### config.mk
export PLATFORM = sky130hd
export DESIGN_NAME = psc_power_stage_config_registers
export DESIGN_NICKNAME = d
export VERILOG_FILES = /design/src/core/psc_pkg.sv /design/src/core/psc_reg_if.sv /design/src/core/psc_byte_reg.sv /design/src/core/psc_power_stage_config_registers.sv
export SDC_FILE = /design/constraint.sdc
export NUM_CORES = 1
export LEC_CHECK = 0
export BUFFER_PORTS_ARGS = -buffer_cell sky130_fd_sc_hd__buf_2
export CORE_UTILIZATION = 40
export DETAILED_ROUTE_END_ITERATION = 10
export PLACE_DENSITY = 0.67
export SYNTH_ARGS = -nofsm -noshare
export SYNTH_HDL_FRONTEND = slang
export SYNTH_SLANG_ARGS = --single-unit
### constraint.sdc
create_clock -name clk -period 1.7 [get_ports clk]
set_input_delay 0.255 -clock clk [delete_from_list [all_inputs] [get_ports clk]]
set_output_delay 0.255 -clock clk [all_outputs]
set_load 0.01 [all_outputs]
### src/core/psc_pkg.sv
// Package for the power stage configuration register bank.
// Assumes byte-wide register access with 8-bit offsets.
package psc_pkg;

  localparam int          NUM_REGS  = 3;
  localparam int          DATA_W    = 8;
  localparam int          ADDR_W    = 8;

  ////////////////////////////////////////////////////////////////////////////
  // Register offsets
  localparam logic [7:0] OFS_SECOND_OVERVOLTAGE_THRESHOLD = 8'hD5;
  localparam logic [7:0] OFS_POWER_STAGE_TIMING_CONFIG    = 8'hD6;
  localparam logic [7:0] OFS_DERATING_SLOPE_CONFIG        = 8'hD7;

  // Reset values
  localparam logic [7:0] RST_SECOND_OVERVOLTAGE_THRESHOLD = 8'h3F;
  localparam logic [7:0] RST_POWER_STAGE_TIMING_CONFIG    = 8'h15;
  localparam logic [7:0] RST_DERATING_SLOPE_CONFIG        = 8'h28;

  // Writable bits; the rest are unused_bits, reading zero
  localparam logic [7:0] MSK_SECOND_OVERVOLTAGE_THRESHOLD = 8'h3F;
  localparam logic [7:0] MSK_POWER_STAGE_TIMING_CONFIG    = 8'hFF;
  localparam logic [7:0] MSK_DERATING_SLOPE_CONFIG        = 8'h3F;

  // Index order of the bank
  localparam int IDX_OVP    = 0;
  localparam int IDX_TIMING = 1;
  localparam int IDX_SLOPE  = 2;

  localparam logic [NUM_REGS-1:0][7:0] REG_OFFSETS = {
    OFS_DERATING_SLOPE_CONFIG, OFS_POWER_STAGE_TIMING_CONFIG,
    OFS_SECOND_OVERVOLTAGE_THRESHOLD};
  localparam logic [NUM_REGS-1:0][7:0] REG_RESETS = {
    RST_DERATING_SLOPE_CONFIG, RST_POWER_STAGE_TIMING_CONFIG,
    RST_SECOND_OVERVOLTAGE_THRESHOLD};
  localparam logic [NUM_REGS-1:0][7:0] REG_MASKS = {
    MSK_DERATING_SLOPE_CONFIG, MSK_POWER_STAGE_TIMING_CONFIG,
    MSK_SECOND_OVERVOLTAGE_THRESHOLD};

  ////////////////////////////////////////////////////////////////////////////
  // Field positions
  localparam int OVP_LEVEL_MSB     = 5;
  localparam int OVP_LEVEL_LSB     = 0;
  localparam int SYNC_MODE_MSB     = 7;
  localparam int SYNC_MODE_LSB     = 6;
  localparam int CONST_DT_BIT      = 5;
  localparam int DT_SCALE_BIT      = 4;
  localparam int MIN_DT_MSB        = 3;
  localparam int MIN_DT_LSB        = 2;
  localparam int MIN_TIME_MSB      = 1;
  localparam int MIN_TIME_LSB      = 0;
  localparam int DERATE_MSB        = 5;
  localparam int DERATE_LSB        = 4;
  localparam int SLOPE_MSB         = 3;
  localparam int SLOPE_LSB         = 0;

  // Sync pin functions
  typedef enum logic [1:0] {
    PSC_SYNC_IN_RISE,
    PSC_SYNC_IN_FALL,
    PSC_SYNC_OUT_RISE,
    PSC_SYNC_OUT_FALL
  } psc_sync_e;

  ////////////////////////////////////////////////////////////////////////////
  // Threshold decode, in half volts
  localparam logic [5:0] OVP_FINE_LAST_CODE = 6'h18;
  localparam logic [6:0] OVP_FINE_BASE_HV   = 7'h08;
  localparam logic [6:0] OVP_COARSE_OFS_HV  = 7'h10;

  // Minimum dead time in ns per code
  localparam logic [5:0] DT_NS_CODE0 = 6'h0A;
  localparam logic [5:0] DT_NS_CODE1 = 6'h14;
  localparam logic [5:0] DT_NS_CODE2 = 6'h28;
  localparam logic [5:0] DT_NS_CODE3 = 6'h3C;

  // Minimum on/off time scale in quarters
  localparam logic [2:0] MIN_TIME_BASE_Q = 3'h3;

  // Inductor derating in percent per code
  localparam logic [5:0] DERATE_PCT_CODE0 = 6'h00;
  localparam logic [5:0] DERATE_PCT_CODE1 = 6'h14;
  localparam logic [5:0] DERATE_PCT_CODE2 = 6'h1E;
  localparam logic [5:0] DERATE_PCT_CODE3 = 6'h28;

  // Slope compensation ratio in eighths
  localparam logic [3:0] SLOPE_FINE_LAST_CODE = 4'h7;
  localparam logic [5:0] SLOPE_FINE_OFS_E     = 6'h01;
  localparam logic [5:0] SLOPE_COARSE_OFS_E   = 6'h14;

  localparam logic [7:0] RD_UNMAPPED = 8'h00;

endpackage : psc_pkg

### src/core/psc_reg_if.sv
// Interface between the bank top and each stored byte register.
// Assumes a single clock, synchronous reset and clock enable.
interface psc_reg_if;
  logic       clk;
  logic       rst;
  logic       clkEn;
  logic       wrStrobe;
  logic [7:0] wrData;
  logic [7:0] value;

  modport bank (
    output clk,
    output rst,
    output clkEn,
    output wrStrobe,
    output wrData,
    input  value
  );

  modport store (
    input  clk,
    input  rst,
    input  clkEn,
    input  wrStrobe,
    input  wrData,
    output value
  );
endinterface : psc_reg_if

### src/core/psc_byte_reg.sv
// One byte register with a reset value and a mask of writable bits.
// Assumes the bank raises wrStrobe for one cycle per decoded write.
module psc_byte_reg #(
  parameter logic [7:0] RESET_VAL  = 8'h00,
  parameter logic [7:0] WRITE_MASK = 8'hFF
) (
  psc_reg_if.store port
);
  import psc_pkg::*;

  logic [7:0] storeReg;
  logic [7:0] storeNext;

  ////////////////////////////////////////////////////////////////////////////
  // RULE1: unused bits dropped
  assign storeNext = port.wrData & WRITE_MASK;

  // RULE14: write takes effect next cycle
  always_ff @(posedge port.clk) begin
    if (port.rst) begin
      storeReg <= RESET_VAL;
    end else if (port.clkEn && port.wrStrobe) begin
      storeReg <= storeNext;
    end
  end

  assign port.value = storeReg;

endmodule : psc_byte_reg

### src/core/psc_power_stage_config_registers.sv
// Top of the power stage configuration register bank: three byte
// registers, a read port and static control outputs to the power stage.
// Assumes the serial control front end delivers decoded byte accesses
// synchronous to clk, one strobe per access.
//
// Functional notes
// RULE1: Bits 7 to 6 of the threshold and derating/slope registers ignore writes and read zero.
// RULE2: Offset 0xD5 resets to 0x3F and keeps the threshold code read/write in bits 5 to 0.
// RULE3: Codes 0x0 to 0x18 give 4.0 V to 16.0 V in 0.5 V steps.
// RULE4: Codes from 0x19 give 17 V upward in 1 V steps, up to 55 V at code 0x3F.
// RULE5: Bits 7 to 6 of the timing register pick sync input rise/fall or output rise/fall.
// RULE6: Bit 5 forces a constant dead time equal to the selected minimum.
// RULE7: Bit 4 enables scaling of the frequency-dependent dead time, reset one.
// RULE8: Bits 3 to 2 select minimum dead time 10, 20, 40 or 60 ns, reset 20 ns.
// RULE9: Bits 1 to 0 scale the minimum on/off time by 0.75, 1, 1.25 or 1.5.
// RULE10: Offset 0xD6 resets to 0x15 with every field read/write.
// RULE11: Bits 5 to 4 of 0xD7 select inductor derating off, 20, 30 or 40 percent.
// RULE12: Bits 3 to 0 select slope ratio 0.125 to 1 by eighths, then 1.5 to 5 by halves.
// RULE13: Offset 0xD7 resets to 0x28.
// RULE14: Stored fields drive static outputs, updated the cycle after a write; the decoded outputs update one cycle later.
module psc_power_stage_config_registers (
  input  wire logic                  clk,
  input  wire logic                  sys_rst,
  input  wire logic                  clkEn,
  input  wire logic                  regWrEn,
  input  wire logic                  regRdEn,
  input  wire logic [psc_pkg::ADDR_W-1:0] regAddr,
  input  wire logic [psc_pkg::DATA_W-1:0] regWrData,
  output logic [psc_pkg::DATA_W-1:0] regRdData,
  output logic                       regRdValid,
  output logic [5:0]                 secondOvervoltageLevel,
  output logic [6:0]                 ovpLevelHalfVolts,
  output psc_pkg::psc_sync_e         syncPinMode,
  output logic                       syncDrivesPin,
  output logic                       syncFallingEdge,
  output logic                       constDeadtimeEnable,
  output logic                       deadtimeScalingEnable,
  output logic [1:0]                 gateMinDeadtimeSelect,
  output logic [5:0]                 minDeadtimeNs,
  output logic [1:0]                 refreshMinTimeScale,
  output logic [2:0]                 minTimeScaleQuarters,
  output logic [1:0]                 inductorDeratingSelect,
  output logic [5:0]                 deratingPercent,
  output logic [3:0]                 slopeCompSelect,
  output logic [5:0]                 slopeRatioEighths
);
  import psc_pkg::*;

  psc_reg_if regIf [NUM_REGS] ();

  logic [NUM_REGS-1:0]         hitVec;
  logic [NUM_REGS-1:0][7:0]    valueVec;
  logic [7:0]                  rdMux;
  logic [7:0]                  rdDataReg;
  logic                        rdValidReg;

  logic [7:0]                  ovpByte;
  logic [7:0]                  timingByte;
  logic [7:0]                  slopeByte;

  logic [6:0]                  ovpHvReg;
  logic [6:0]                  ovpHvNext;
  logic                        syncDrivesReg;
  logic                        syncFallReg;
  logic [5:0]                  deadtimeNsReg;
  logic [5:0]                  deadtimeNsNext;
  logic [2:0]                  minTimeQReg;
  logic [5:0]                  deratePctReg;
  logic [5:0]                  deratePctNext;
  logic [5:0]                  slopeEReg;
  logic [5:0]                  slopeENext;

  ////////////////////////////////////////////////////////////////////////////
  // Register bank, one store per offset
  for (genvar i = 0; i < NUM_REGS; i++) begin : g_bank
    assign hitVec[i]         = (regAddr == REG_OFFSETS[i]);
    assign regIf[i].clk      = clk;
    assign regIf[i].rst      = sys_rst;
    assign regIf[i].clkEn    = clkEn;
    assign regIf[i].wrStrobe = regWrEn && hitVec[i];
    assign regIf[i].wrData   = regWrData;
    assign valueVec[i]       = regIf[i].value;

    // RULE2: reset values per offset
    // RULE10: timing register fully writable
    // RULE13: derating/slope reset value
    psc_byte_reg #(
      .RESET_VAL  (REG_RESETS[i]),
      .WRITE_MASK (REG_MASKS[i])
    ) u_store (
      .port (regIf[i])
    );
  end

  assign ovpByte    = valueVec[IDX_OVP];
  assign timingByte = valueVec[IDX_TIMING];
  assign slopeByte  = valueVec[IDX_SLOPE];

  ////////////////////////////////////////////////////////////////////////////
  // Read port
  always_comb begin
    rdMux = RD_UNMAPPED;
    for (int k = 0; k < NUM_REGS; k++) begin
      if (hitVec[k]) begin
        // RULE1: masked bits stored as zero
        rdMux = valueVec[k];
      end
    end
  end

  // Reads see the value before a same-cycle write
  always_ff @(posedge clk) begin
    if (sys_rst) begin
      rdDataReg <= RD_UNMAPPED;
    end else if (clkEn && regRdEn) begin
      rdDataReg <= rdMux;
    end
  end

  always_ff @(posedge clk) begin
    if (sys_rst) begin
      rdValidReg <= 1'h0;
    end else if (clkEn) begin
      rdValidReg <= regRdEn;
    end
  end

  assign regRdData  = rdDataReg;
  assign regRdValid = rdValidReg;

  ////////////////////////////////////////////////////////////////////////////
  // Raw field outputs, straight from the stores
  // RULE14: static fields to the power stage
  assign secondOvervoltageLevel = ovpByte[OVP_LEVEL_MSB:OVP_LEVEL_LSB];
  assign syncPinMode            = psc_sync_e'(timingByte[SYNC_MODE_MSB:SYNC_MODE_LSB]);
  assign constDeadtimeEnable    = timingByte[CONST_DT_BIT];
  assign deadtimeScalingEnable  = timingByte[DT_SCALE_BIT];
  assign gateMinDeadtimeSelect  = timingByte[MIN_DT_MSB:MIN_DT_LSB];
  assign refreshMinTimeScale    = timingByte[MIN_TIME_MSB:MIN_TIME_LSB];
  assign inductorDeratingSelect = slopeByte[DERATE_MSB:DERATE_LSB];
  assign slopeCompSelect        = slopeByte[SLOPE_MSB:SLOPE_LSB];

  ////////////////////////////////////////////////////////////////////////////
  // Decoded views, registered one cycle behind the fields
  always_comb begin
    // RULE3: fine half-volt range
    if (secondOvervoltageLevel <= OVP_FINE_LAST_CODE) begin
      ovpHvNext = {1'h0, secondOvervoltageLevel} + OVP_FINE_BASE_HV;
    end else begin
      // RULE4: coarse one-volt range
      ovpHvNext = {secondOvervoltageLevel, 1'h0} - OVP_COARSE_OFS_HV;
    end
  end

  always_ff @(posedge clk) begin
    if (sys_rst) begin
      ovpHvReg <= {RST_SECOND_OVERVOLTAGE_THRESHOLD[OVP_LEVEL_MSB:OVP_LEVEL_LSB], 1'h0} -
                  OVP_COARSE_OFS_HV;
    end else if (clkEn) begin
      ovpHvReg <= ovpHvNext;
    end
  end

  // RULE5: sync direction and edge
  always_ff @(posedge clk) begin
    if (sys_rst) begin
      syncDrivesReg <= 1'h0;
      syncFallReg   <= 1'h0;
    end else if (clkEn) begin
      syncDrivesReg <= (syncPinMode == PSC_SYNC_OUT_RISE) ||
                       (syncPinMode == PSC_SYNC_OUT_FALL);
      syncFallReg   <= (syncPinMode == PSC_SYNC_IN_FALL) ||
                       (syncPinMode == PSC_SYNC_OUT_FALL);
    end
  end

  always_comb begin
    // RULE8: minimum dead time lookup
    unique case (gateMinDeadtimeSelect)
      2'h0: deadtimeNsNext = DT_NS_CODE0;
      2'h1: deadtimeNsNext = DT_NS_CODE1;
      2'h2: deadtimeNsNext = DT_NS_CODE2;
      2'h3: deadtimeNsNext = DT_NS_CODE3;
    endcase
  end

  // RULE6: constant mode uses this value as is
  // RULE7: scaling flag passed alongside, not folded in
  always_ff @(posedge clk) begin
    if (sys_rst) begin
      deadtimeNsReg <= DT_NS_CODE1;
    end else if (clkEn) begin
      deadtimeNsReg <= deadtimeNsNext;
    end
  end

  // RULE9: scale in quarters, 3 to 6
  always_ff @(posedge clk) begin
    if (sys_rst) begin
      minTimeQReg <= MIN_TIME_BASE_Q +
                     3'(RST_POWER_STAGE_TIMING_CONFIG[MIN_TIME_MSB:MIN_TIME_LSB]);
    end else if (clkEn) begin
      minTimeQReg <= MIN_TIME_BASE_Q + {1'h0, refreshMinTimeScale};
    end
  end

  always_comb begin
    // RULE11: derating percent lookup
    unique case (inductorDeratingSelect)
      2'h0: deratePctNext = DERATE_PCT_CODE0;
      2'h1: deratePctNext = DERATE_PCT_CODE1;
      2'h2: deratePctNext = DERATE_PCT_CODE2;
      2'h3: deratePctNext = DERATE_PCT_CODE3;
    endcase
  end

  always_ff @(posedge clk) begin
    if (sys_rst) begin
      deratePctReg <= DERATE_PCT_CODE2;
    end else if (clkEn) begin
      deratePctReg <= deratePctNext;
    end
  end

  always_comb begin
    // RULE12: eighths below code 8, halves above
    if (slopeCompSelect <= SLOPE_FINE_LAST_CODE) begin
      slopeENext = {2'h0, slopeCompSelect} + SLOPE_FINE_OFS_E;
    end else begin
      slopeENext = {slopeCompSelect, 2'h0} - SLOPE_COARSE_OFS_E;
    end
  end

  always_ff @(posedge clk) begin
    if (sys_rst) begin
      slopeEReg <= {RST_DERATING_SLOPE_CONFIG[SLOPE_MSB:SLOPE_LSB], 2'h0} - SLOPE_COARSE_OFS_E;
    end else if (clkEn) begin
      slopeEReg <= slopeENext;
    end
  end

  assign ovpLevelHalfVolts    = ovpHvReg;
  assign syncDrivesPin        = syncDrivesReg;
  assign syncFallingEdge      = syncFallReg;
  assign minDeadtimeNs        = deadtimeNsReg;
  assign minTimeScaleQuarters = minTimeQReg;
  assign deratingPercent      = deratePctReg;
  assign slopeRatioEighths    = slopeEReg;

endmodule : psc_power_stage_config_registers

==> results by group, run 1 <==
Yosys
  – Yosys warns: 0
  – Unique cell type count in the Yosys netlist: 43
  – Post-Syn Instances: 290
  – Sequential share of the synthesized area: 0.425
  – Synth Flop Type: dfxtp_1
  – Number of synthesized register bits: 55
  – EDFF count, synth: 0
  – Syn Std Cell Area: 2590 sq um
  – Async set or reset register ratio after synthesis: 0
  – Syn_area_per_cell: 8.94 sq um

Floorplanning
  – Die W: 82.5 um
  – Core box area: 6100 sq um
  – I/O pins: 80
  – Chip height: 82.5 um
  – Row cnt: 28
  – Starting Density: 0.425
  – Die area: 6810 sq um

Hold path
  – HP Class: input pin to register

Route
  – Vias: 2289
  – Vias per inst: 5.19
  – DRT Pass-1 Iters: 4
  – Wire length on met2: 2.81 mm
  – ANT nets after route: 0
  – Top sig layer: met4
  – Metal3 WL: 382 um
  – Post-Route WL: 6.42 mm
  – # DRC: 0
  – DRT met1 WL: 3.15 mm
  – DR WL/cell: 14.6 um
  – DR iter-0 viols: 117

Pwr
  – VDD IR max: 366 uV
  – LEAKAGE: 1.37 nW
  – Final Power: 0.00226 W
  – PwrDens: 715 nW/um^2

Placed design
  – RePlAce Congestion: 0.847
  – Inst Count DP: 433
  – Placed Area: 3070 sq um
  – Port buffer count: 77
  – Final HPWL DP: 4.74 mm

Timing
  – Final setup fails: 0
  – Final Cycle Share: 0.867
  – RSZ-0062 raised after global routing: false
  – Final max-slew violation count: 0
  – Clock skew: 0.0148 ns
  – Final hold violation count: 0
  – Fmax: 0.679 GHz
  – Tmin final: 1.47 ns
  – Setup TNS: 0 ns

Global routing
  – Vias in the first global route: 2084
  – First-pass GRT wire length: 10.5 mm
  – Initial antenna violation count: 0
  – Pin count of the biggest net entering global routing: 36
  – Grt total ovfl: 0
  – Tot GR Track Use: 0.207

Run
  – Max Cap Viol: 0

Setup path
  – CP max-delay cell: o311a_1
  – Max incr delay on CP: 0.40 ns
  – Req. time, crit path: 1.89 ns
  – Bufs and invs on worst path: 0
  – Crit path max fanout: 6
  – Kind of cell adding the most delay to the critical path: compound AO/OA/AOI/OAI gates
  – Worst Setup Start Kind: register
  – Data arrival, critical path: 1.67 ns
  – Crit Path Class: register to register
  – Worst path cell trace: o311a_1 > or2_2 > a221o_1
  – Critical path endpoint category: register

CTS
  – Clock root cell: clkbuf_8
  – Num CTS Buffers: 5
  – Clock sink count: 55
  – CTS resizes: 0
  – Clk slew on worst S/H paths: 0.10 ns
  – H-tree depth: 2
  – Setup repair bufs after CTS: 0
  – Clock tree buffer depth: 2
  – CTS tree: built
  – Worst-Skew Late Latency: 0.31 ns
  – CTS Hold Bufs: 0

Cells and area
  – Finished Layout Cells: 441
  – Fin nets: 394
  – Antenna Cells: 0
  – Area delta synth->final: 22.2%
  – Share of cells above drive strength 1: 0.311
  – Fillers: 601
  – Post-route cell area: 3170 sq um

Status
  – Outcome: completed
## worst paths after layout
check                                                startpoint                               to  slack (ns)  cells past startpoint
worst max-delay path            g_bank[0].u_store.port.value[0]             ovpLevelHalfVolts[6]        0.23                      3
worst min-delay path                               regWrData[7]  g_bank[1].u_store.port.value[7]        0.19                      3
worst max register to register  g_bank[0].u_store.port.value[0]             ovpLevelHalfVolts[6]        0.23                      3
worst min register to register                     regRdData[7]                     regRdData[7]        0.46                      2
## power breakdown
group | leakage [nW] | switching, W | internal (W) | total, W
clock | 0.0484 | 0.000423 | 0.000335 | 0.000758
sequential | 0.446 | 0.00000812 | 0.00130 | 0.00131
combinational | 0.874 | 0.000123 | 0.0000711 | 0.000195
## layout make-up
type	instances	area [sq um]	share of cell area
clock buffer	7	86.3	0.0273
timing repair buffer	93	505	0.160
clock inverter	1	8.76	0.00277
inverter	10	37.5	0.0119
sequential	55	1100	0.348
tap	75	93.8	0.0296
multi-input combinational	200	1330	0.421
## tightest hold or removal path, delay by kind of cell
| kind | cells | cell delay, ns |
|---|---|---|
| AO/OA/AOI/OAI | 1 | 0.05 |
| buffers and inverters | 1 | 0.10 |
| AND/OR/NAND/NOR | 1 | 0.06 |
## sequential cells by signal, indices dropped and copies added (netlist names)
register and count:
syncFallingEdge 1, ovpLevelHalfVolts 7, g_bank.u_store.port.value 20, minTimeScaleQuarters 3, regRdData 8, regRdValid 1, syncDrivesPin 1, slopeRatioEighths 6
minDeadtimeNs 4, deratingPercent 4
## layer usage
metal / track usage / vias up
li1: - / 1172
met1: 0.292 / 1043
met2: 0.319 / 66
met3: 0.0407 / 8
met4: 0.0569 / 0
met5: 0 / -
## through the flow
step	setup slack, ns	hold slack (ns)	util
after floorplan	0.235	0.405	-
after global placement	0.104	0.439	0.504
after detailed placement	0.0683	0.432	0.504
after CTS	0.229	0.182	0.519
after global routing	0.144	0.189	0.519
final	0.227	0.191	0.519
## synth_stat cells (2+ instances only)
library cell / n / area share
nand2b_1: 8 / 0.019
nand4b_1: 2 / 0.0068
o21ai_0: 4 / 0.0077
nor2b_1: 2 / 0.0048
buf_1: 3 / 0.0043
buf_4: 4 / 0.012
nand3_1: 2 / 0.0039
nor3b_1: 2 / 0.0058
buf_2: 3 / 0.0058
o31ai_1: 8 / 0.023
nand2_1: 19 / 0.028
inv_1: 10 / 0.014
a211o_1: 4 / 0.014
mux2i_1: 20 / 0.077
and2_1: 2 / 0.0048
a211oi_1: 2 / 0.0058
xnor2_1: 2 / 0.0068
ha_1: 8 / 0.039
dfxtp_1: 55 / 0.42
nand3b_1: 2 / 0.0058
o41ai_2: 6 / 0.038
nand4_1: 9 / 0.022
nor2_1: 42 / 0.061
and4b_1: 2 / 0.0077
nor3_1: 6 / 0.012
a21oi_1: 30 / 0.058
or2_2: 2 / 0.0048
clkbuf_1: 15 / 0.022
o311a_1: 2 / 0.0077
## cell usage in the layout, fill, tap and decap left out, types with 4 or more instances in the layout
| master | n |
|---|---|
| buf_2 | 77 |
| dfxtp_1 | 55 |
| nor2_1 | 42 |
| a21oi_1 | 30 |
| mux2i_1 | 20 |
| nand2_1 | 19 |
| buf_4 | 16 |
| inv_1 | 10 |
| nand4_1 | 9 |
| nand2b_1 | 8 |
| o31ai_1 | 8 |
| ha_1 | 8 |
| nor3_1 | 6 |
| o41ai_2 | 6 |
| clkbuf_8 | 6 |
| a211o_1 | 4 |
| o21ai_0 | 4 |
## cell families (layout without fill, tap and decap cells)
| group | Yosys count | after routing | synth area share |
|---|---|---|---|
| flip-flops | 55 | 55 | 0.425 |
| other | 1 | 2 | 0.00145 |
| adder cells (fa/ha/maj) | 8 | 8 | 0.0386 |
| XOR/XNOR | 3 | 3 | 0.0101 |
| AO/OA/AOI/OAI | 59 | 59 | 0.163 |
| AND/OR/NAND/NOR | 108 | 108 | 0.222 |
| buffers and inverters | 36 | 111 | 0.0623 |
| multiplexers | 20 | 20 | 0.0772 |
Note: power is estimated with default switching activity, not from simulation.
==> run 2, diff against run 1 <==
- SYNTH_HIERARCHICAL: default -> 1
==> run 2 against run 1 <==
- maximum frequency up 1.2%
- register-to-register slack better by 0.06 ns
- combinational power about the same
- area after synthesis down 1.2%
- cell area down 1.7%
- sequential cell count unchanged
- core utilization down 0.59 points
- clock skew down 0.0076 ns
- cell count down 2.5%
- sequential share of layout area up 0.60 points
- setup slack better by 0.018 ns
- via count down 0.92%
==> results by group, run 2 <==
CTS
  – Clk slew on worst S/H paths: 0.10 ns (about the same)
  – Clock root cell: clkbuf_8 (unchanged)
  – Num CTS Buffers: 5 (unchanged)
  – CTS resizes: 0 (unchanged)
  – Worst-Skew Late Latency: 0.32 ns (was 0.31 ns)
  – Setup repair bufs after CTS: 0 (unchanged)
  – Clock sink count: 55 (unchanged)
  – CTS Hold Bufs: 0 (unchanged)
  – CTS tree: built (unchanged)
  – Clock tree buffer depth: 2 (unchanged)
  – H-tree depth: 2 (unchanged)

Cells and area
  – Share of cells above drive strength 1: 0.313 (was 0.311)
  – Antenna Cells: 0 (unchanged)
  – Fin nets: 383 (was 394)
  – Max FFs per register: 20 (unchanged)
  – Post-route cell area: 3110 sq um (was 3170 sq um)
  – Commonest non-fill, non-tap cell in the layout: buf_2 (unchanged)
  – Area delta synth->final: 21.5% (was 22.2%)
  – Most frequent cells in the layout: buf_2 (77), dfxtp_1 (55), nand2_1 (20) (was buf_2 (77), dfxtp_1 (55), nor2_1 (42))

Global routing
  – Pin count of the biggest net entering global routing: 52 (was 36)
  – Vias in the first global route: 1929 (was 2084)
  – Tot GR Track Use: 0.193 (was 0.207)
  – Initial antenna violation count: 0 (unchanged)
  – Grt total ovfl: 0 (unchanged)
  – First-pass GRT wire length: 9.63 mm (was 10.5 mm)

Setup path
  – Req. time, crit path: 1.91 ns (was 1.89 ns)
  – Crit Path Class: input pin to register (was register to register)
  – Crit path max fanout: 6 (unchanged)
  – Critical path endpoint category: register (unchanged)
  – Worst Setup Start Kind: input pin (was register)
  – Data arrival, critical path: 1.67 ns (about the same)

Timing
  – Rel. slew slack: 0.615
  – RSZ-0062 raised after global routing: false (unchanged)
  – Final setup fails: 0 (unchanged)
  – Worst-Margin Slew: 0.578 ns
  – Final hold violation count: 0 (unchanged)
  – Tmin final: 1.46 ns (was 1.47 ns)
  – Worst setup margin: 0.245 ns (was 0.227 ns)
  – Fmax: 0.687 GHz (was 0.679 GHz)
  – Final Cycle Share: 0.856 (was 0.867)
  – Final max-slew violation count: 0 (unchanged)
  – Clock skew: 0.00726 ns (was 0.0148 ns)

Pwr
  – Total internal power: 0.00175 W (was 0.00171 W)
  – Switching share of power: 0.238 (was 0.245)
  – Seq pwr share: 0.571 (was 0.579)
  – Combinational power share: 0.084 (was 0.086)
  – LEAKAGE: 1.40 nW (was 1.37 nW)
  – VDD IR max: 377 uV (was 366 uV)
  – Clock power share: 0.345 (was 0.335)
  – PwrDens: 737 nW/um^2 (was 715 nW/um^2)
  – Sw Pwr: 0.000546 W (was 0.000555 W)

Placed design
  – Pre-CTS setup slack: -0.0760 ns (was 0.0683 ns)
  – Final HPWL DP: 4.60 mm (was 4.74 mm)
  – RePlAce Congestion: 0.786 (was 0.847)
  – Placed Area: 3010 sq um (was 3070 sq um)
  – Port buffer count: 77 (unchanged)

Run
  – Max Cap Viol: 0 (unchanged)

Yosys
  – Unique cell type count in the Yosys netlist: 47 (was 43)
  – Sequential share of the synthesized area: 0.430 (was 0.425)
  – Largest area contributor in the netlist: dfxtp_1 (unchanged)
  – Post-synth top area share: 0.430 (was 0.425)
  – Syn Std Cell Area: 2560 sq um (was 2590 sq um)
  – Most frequent cell after synthesis: dfxtp_1 (unchanged)
  – Synth top cells by count: dfxtp_1 (55), nand2_1 (20), a21oi_1 (18) (was dfxtp_1 (55), nor2_1 (42), a21oi_1 (30))
  – Syn_area_per_cell: 9.15 sq um (was 8.94 sq um)
  – EDFF count, synth: 0 (unchanged)
  – Yosys warns: 6 (was 0)
  – Async set or reset register ratio after synthesis: 0 (unchanged)
  – Post-Syn Instances: 280 (was 290)
  – Synth Flop Type: dfxtp_1 (unchanged)
  – Largest cells by area after synthesis: dfxtp_1 (43%), a211o_1 (4.8%), ha_1 (3.9%), a21oi_1 (3.5%), o221ai_1 (3.1%) (was dfxtp_1 (42%), mux2i_1 (7.7%), nor2_1 (6.1%), a21oi_1 (5.8%), ha_1 (3.9%))
  – Number of synthesized register bits: 55 (unchanged)

Floorplanning
  – Core box area: 6060 sq um (was 6100 sq um)
  – Starting Density: 0.423 (was 0.425)
  – Row cnt: 28 (unchanged)
  – Die area: 6730 sq um (was 6810 sq um)
  – Chip height: 82.0 um (was 82.5 um)
  – I/O pins: 80 (unchanged)
  – Die W: 82.0 um (was 82.5 um)

Route
  – DRT Pass-1 Iters: 4 (unchanged)
  – Vias: 2268 (was 2289)
  – # DRC: 0 (unchanged)
  – DR WL/cell: 14.4 um (was 14.6 um)
  – ANT nets after route: 0 (unchanged)
  – Post-Route WL: 6.20 mm (was 6.42 mm)
  – Vias per inst: 5.27 (was 5.19)
  – DR iter-0 viols: 140 (was 117)

Status
  – Outcome: completed (unchanged)

Hold path
  – HP Class: input pin to register (unchanged)
## run 2: cell types whose count changed after synthesis, sizes merged, moves of 10 or more
cell   previous run  this run
a211o             4        14
and3              0        11
mux2i            20         6
nor2             42        13
## run 2: path summary, 6_finish.rpt
check | startpoint | to | slack (ns) | depth (start not counted)
setup / recovery | regAddr[5] | g_bank[0].u_store/port.value[2] | 0.24 | 6
hold / removal | regWrData[7] | g_bank[1].u_store/port.value[7] | 0.18 | 3
setup reg to reg | g_bank[0].u_store/port.value[4] | ovpLevelHalfVolts[4] | 0.29 | 5
hold reg to reg | regRdData[5] | regRdData[5] | 0.46 | 2
## run 2: kinds of logic after synthesis
group / synth area share
compound gates: 0.244
xor+xnor: 0.0103
fa+ha+maj: 0.0391
buf+inv: 0.0821
flops: 0.430
mux: 0.0234
other cells: 0.00440
simple gates: 0.167
## run 2: critical path, cell delays in order
cell	delay (ns)
buf_2	0.09
nand4b_1	0.16
or2_2	0.33
nor4b_2	0.34
nand2_2	0.17
a211o_1	0.32
## run 2: cell type report
class | count | area, sq um
Tap cell | 75 | 93.8
Clock buffer | 8 | 100
Multi-Input combinational cell | 189 | 1270
Sequential cell | 55 | 1100
Timing Repair Buffer | 90 | 495
Inverter | 13 | 48.8
Fill cell | 600 | 2950
## run 2: metal layers
metal / track usage / share of wire / wire length, um / up-vias
met1: 0.264 / 0.50 / 3090 / 1050
met3: 0.0500 / 0.055 / 344 / 7
met4: 0.0632 / 0.013 / 83 / 0
li1: - / - / - / 1139
met2: 0.293 / 0.43 / 2690 / 72
met5: 0 / 0 / 0 / -
## run 2: power by group through the flow
stage | Sequential (W) | Combinational [W] | Clock, W
4_1_cts | 0.00131 | 0.000193 | 0.000803
3_5_place_dp | 0.00134 | 0.000193 | 0
5_1_grt | 0.00131 | 0.000212 | 0.000860
2_1_floorplan | 0.00135 | 0.000113 | 0
3_3_place_gp | 0.00134 | 0.000191 | 0
6_report | 0.00131 | 0.000192 | 0.000792
## run 2: per-stage QoR
| stage | std cells | setup TNS, ns | total power (W) | hold WS, ns | utilization |
|---|---|---|---|---|---|
| 2_1_floorplan | 283 | 0 | 0.00146 | 0.324 | - |
| 3_3_place_gp | 422 | -0.284 | 0.00153 | 0.437 | 0.497 |
| 3_5_place_dp | 422 | -0.450 | 0.00154 | 0.439 | 0.497 |
| 4_1_cts | 430 | 0 | 0.00231 | 0.185 | 0.514 |
| 5_1_grt | 430 | 0 | 0.00239 | 0.187 | 0.514 |
| 6_report | 430 | 0 | 0.00230 | 0.182 | 0.514 |
==> run 3, diff against run 2 <==
- CORE_UTILIZATION: 40 -> 35
- PLACE_DENSITY: 0.67 -> 0.6
- RECOVER_POWER: default -> 50
==> run 3 against run 2 <==
- critical path depth unchanged
- first-iteration DRC count decreased by 11%
- sequential cell count unchanged
- worst hold slack improved by 0.0082 ns
- register-to-register slack got worse by 0.02 ns
- core utilization decreased by 7.3 points
- combinational power decreased by 3%
- maximum frequency decreased by 2.8%
- sequential share of layout area increased by 0.64 points
- clock skew increased by 0.0042 ns
- critical endpoint is now g_bank[0].u_store/port.value[4]
==> results by group, run 3 (synthesis results as in run 2) <==
Placed design
  – Placed Area: 3050 sq um (was 3010 sq um)
  – Pre-CTS setup slack: -0.140 ns (was -0.0760 ns)
  – Final HPWL DP: 4.80 mm (was 4.60 mm)
  – RePlAce Congestion: 0.845 (was 0.786)
  – Port buffer count: 77 (unchanged)
  – Inst Count DP: 443 (was 422)

Timing
  – Fmax: 0.668 GHz (was 0.687 GHz)
  – Rel. slew slack: 0.538 (was 0.615)
  – Final Cycle Share: 0.881 (was 0.856)
  – Clock skew: 0.0115 ns (was 0.00726 ns)
  – Final hold violation count: 0 (unchanged)
  – WHS: 0.190 ns (was 0.182 ns)
  – Tmin final: 1.50 ns (was 1.46 ns)
  – Worst-Margin Slew: 0.694 ns (was 0.578 ns)
  – Final setup fails: 0 (unchanged)
  – Final max-slew violation count: 0 (unchanged)
  – Worst setup margin: 0.203 ns (was 0.245 ns)
  – RSZ-0062 raised after global routing: false (unchanged)

Setup path
  – Crit Path Class: input pin to register (unchanged)
  – Worst Setup Start Kind: input pin (unchanged)
  – Data arrival, critical path: 1.70 ns (was 1.67 ns)
  – Critical path endpoint category: register (unchanged)
  – Req. time, crit path: 1.90 ns (was 1.91 ns)
  – Worst R2R Start: g_bank[0].u_store/port.value[4] (unchanged)
  – Crit path max fanout: 6 (unchanged)
  – Crit path from: regAddr[5] (unchanged)

Route
  – DR WL/cell: 14.7 um (was 14.4 um)
  – DR iter-0 viols: 125 (was 140)
  – ANT nets after route: 0 (unchanged)
  – DRT Pass-1 Iters: 4 (unchanged)
  – # DRC: 0 (unchanged)
  – Post-Route WL: 6.61 mm (was 6.20 mm)
  – Vias: 2235 (was 2268)
  – Vias per inst: 4.98 (was 5.27)

CTS
  – Num CTS Buffers: 5 (unchanged)
  – Worst-Skew Late Latency: 0.31 ns (was 0.32 ns)
  – Setup repair bufs after CTS: 0 (unchanged)
  – CTS Hold Bufs: 0 (unchanged)
  – CTS tree: built (unchanged)
  – H-tree depth: 2 (unchanged)
  – Clk slew on worst S/H paths: 0.10 ns (about the same)
  – Clock sink count: 55 (unchanged)
  – Clock root cell: clkbuf_8 (unchanged)
  – CTS resizes: 0 (unchanged)
  – Clock tree buffer depth: 2 (unchanged)

Hold path
  – HP Class: input pin to register (unchanged)
  – Hold Startpoint: regWrData[6] (was regWrData[7])

Floorplanning
  – Die W: 87.5 um (was 82.0 um)
  – I/O pins: 80 (unchanged)
  – Row cnt: 30 (was 28)
  – Chip height: 87.5 um (was 82.0 um)
  – Die area: 7660 sq um (was 6730 sq um)
  – Core box area: 6940 sq um (was 6060 sq um)
  – Starting Density: 0.369 (was 0.423)

Global routing
  – Pin count of the biggest net entering global routing: 52 (unchanged)
  – Tot GR Track Use: 0.183 (was 0.193)
  – Vias in the first global route: 2135 (was 1929)
  – Initial antenna violation count: 0 (unchanged)
  – First-pass GRT wire length: 10.8 mm (was 9.63 mm)
  – Grt total ovfl: 0 (unchanged)

Pwr
  – Sw Pwr: 0.000548 W (was 0.000546 W)
  – Clock power share: 0.317 (was 0.345)
  – VDD IR max: 351 uV (was 377 uV)
  – Final Power: 0.00219 W (was 0.00230 W)
  – Seq pwr share: 0.598 (was 0.571)
  – Total internal power: 0.00164 W (was 0.00175 W)
  – LEAKAGE: 1.25 nW (was 1.40 nW)
  – Switching share of power: 0.250 (was 0.238)
  – PwrDens: 717 nW/um^2 (was 737 nW/um^2)
  – Combinational power share: 0.085 (was 0.084)

Cells and area
  – Area delta synth->final: 19.4% (was 21.5%)
  – Finished Layout Cells: 449 (was 430)
  – Antenna Cells: 0 (unchanged)
  – Commonest non-fill, non-tap cell in the layout: dfxtp_1 (was buf_2)
  – Post-route cell area: 3060 sq um (was 3110 sq um)
  – Fillers: 726 (was 600)
  – Fin nets: 383 (unchanged)
  – Most frequent cells in the layout: dfxtp_1 (55), clkbuf_1 (42), buf_2 (35) (was buf_2 (77), dfxtp_1 (55), nand2_1 (20))
  – Share of cells above drive strength 1: 0.193 (was 0.313)
  – Max FFs per register: 20 (unchanged)

Status
  – Outcome: completed (unchanged)

Run
  – Max Cap Viol: 0 (unchanged)
[run 3: layout make-up]
cell class	count	area (sq um)	share of cell area
tap	96	120	0.0393
timing repair buffer	90	438	0.143
inverter	13	48.8	0.0160
clock inverter	1	7.51	0.00245
multi-input combinational	189	1270	0.417
clock buffer	5	68.8	0.0225
sequential	55	1100	0.360
[run 3: final timing paths]
kind | endpoint | cells after the start | slack, ns
worst max-delay path | g_bank[0].u_store/port.value[4] | 6 | 0.20
worst min-delay path | g_bank[1].u_store/port.value[6] | 3 | 0.19
worst max register to register | ovpLevelHalfVolts[4] | 5 | 0.27
worst min register to register | regRdData[7] | 2 | 0.46
[run 3: stage by stage]
stage | TNS [ns] | util
2_1_floorplan | 0 | -
3_3_place_gp | -0.280 | 0.439
3_5_place_dp | -0.796 | 0.439
4_1_cts | 0 | 0.450
5_1_grt | 0 | 0.440
6_report | 0 | 0.440
[run 3: critical path, cell delays in order]
cell	delay, ns
buf_2	0.09
nand4b_1	0.17
or2_2	0.33
nor4b_2	0.35
nand2_2	0.17
a211o_1	0.33
[run 3: metal layers]
metal | global-route usage | part of all wire | up-vias | routed length, um
met5 | 0 | 0 | - | 0
li1 | - | - | 1136 | -
met4 | 0.0447 | 0.0085 | 0 | 56
met2 | 0.283 | 0.42 | 71 | 2780
met1 | 0.257 | 0.51 | 1023 | 3380
met3 | 0.0424 | 0.060 | 5 | 396
[run 3: power groups by stage]
stage	combinational, W	sequential, W	clock [W]
final	0.000187	0.00131	0.000694
after global routing	0.000207	0.00131	0.000768
after CTS	0.000199	0.00131	0.000710
after detailed placement	0.000198	0.00134	0
after global placement	0.000197	0.00134	0
after floorplan	0.000113	0.00135	0
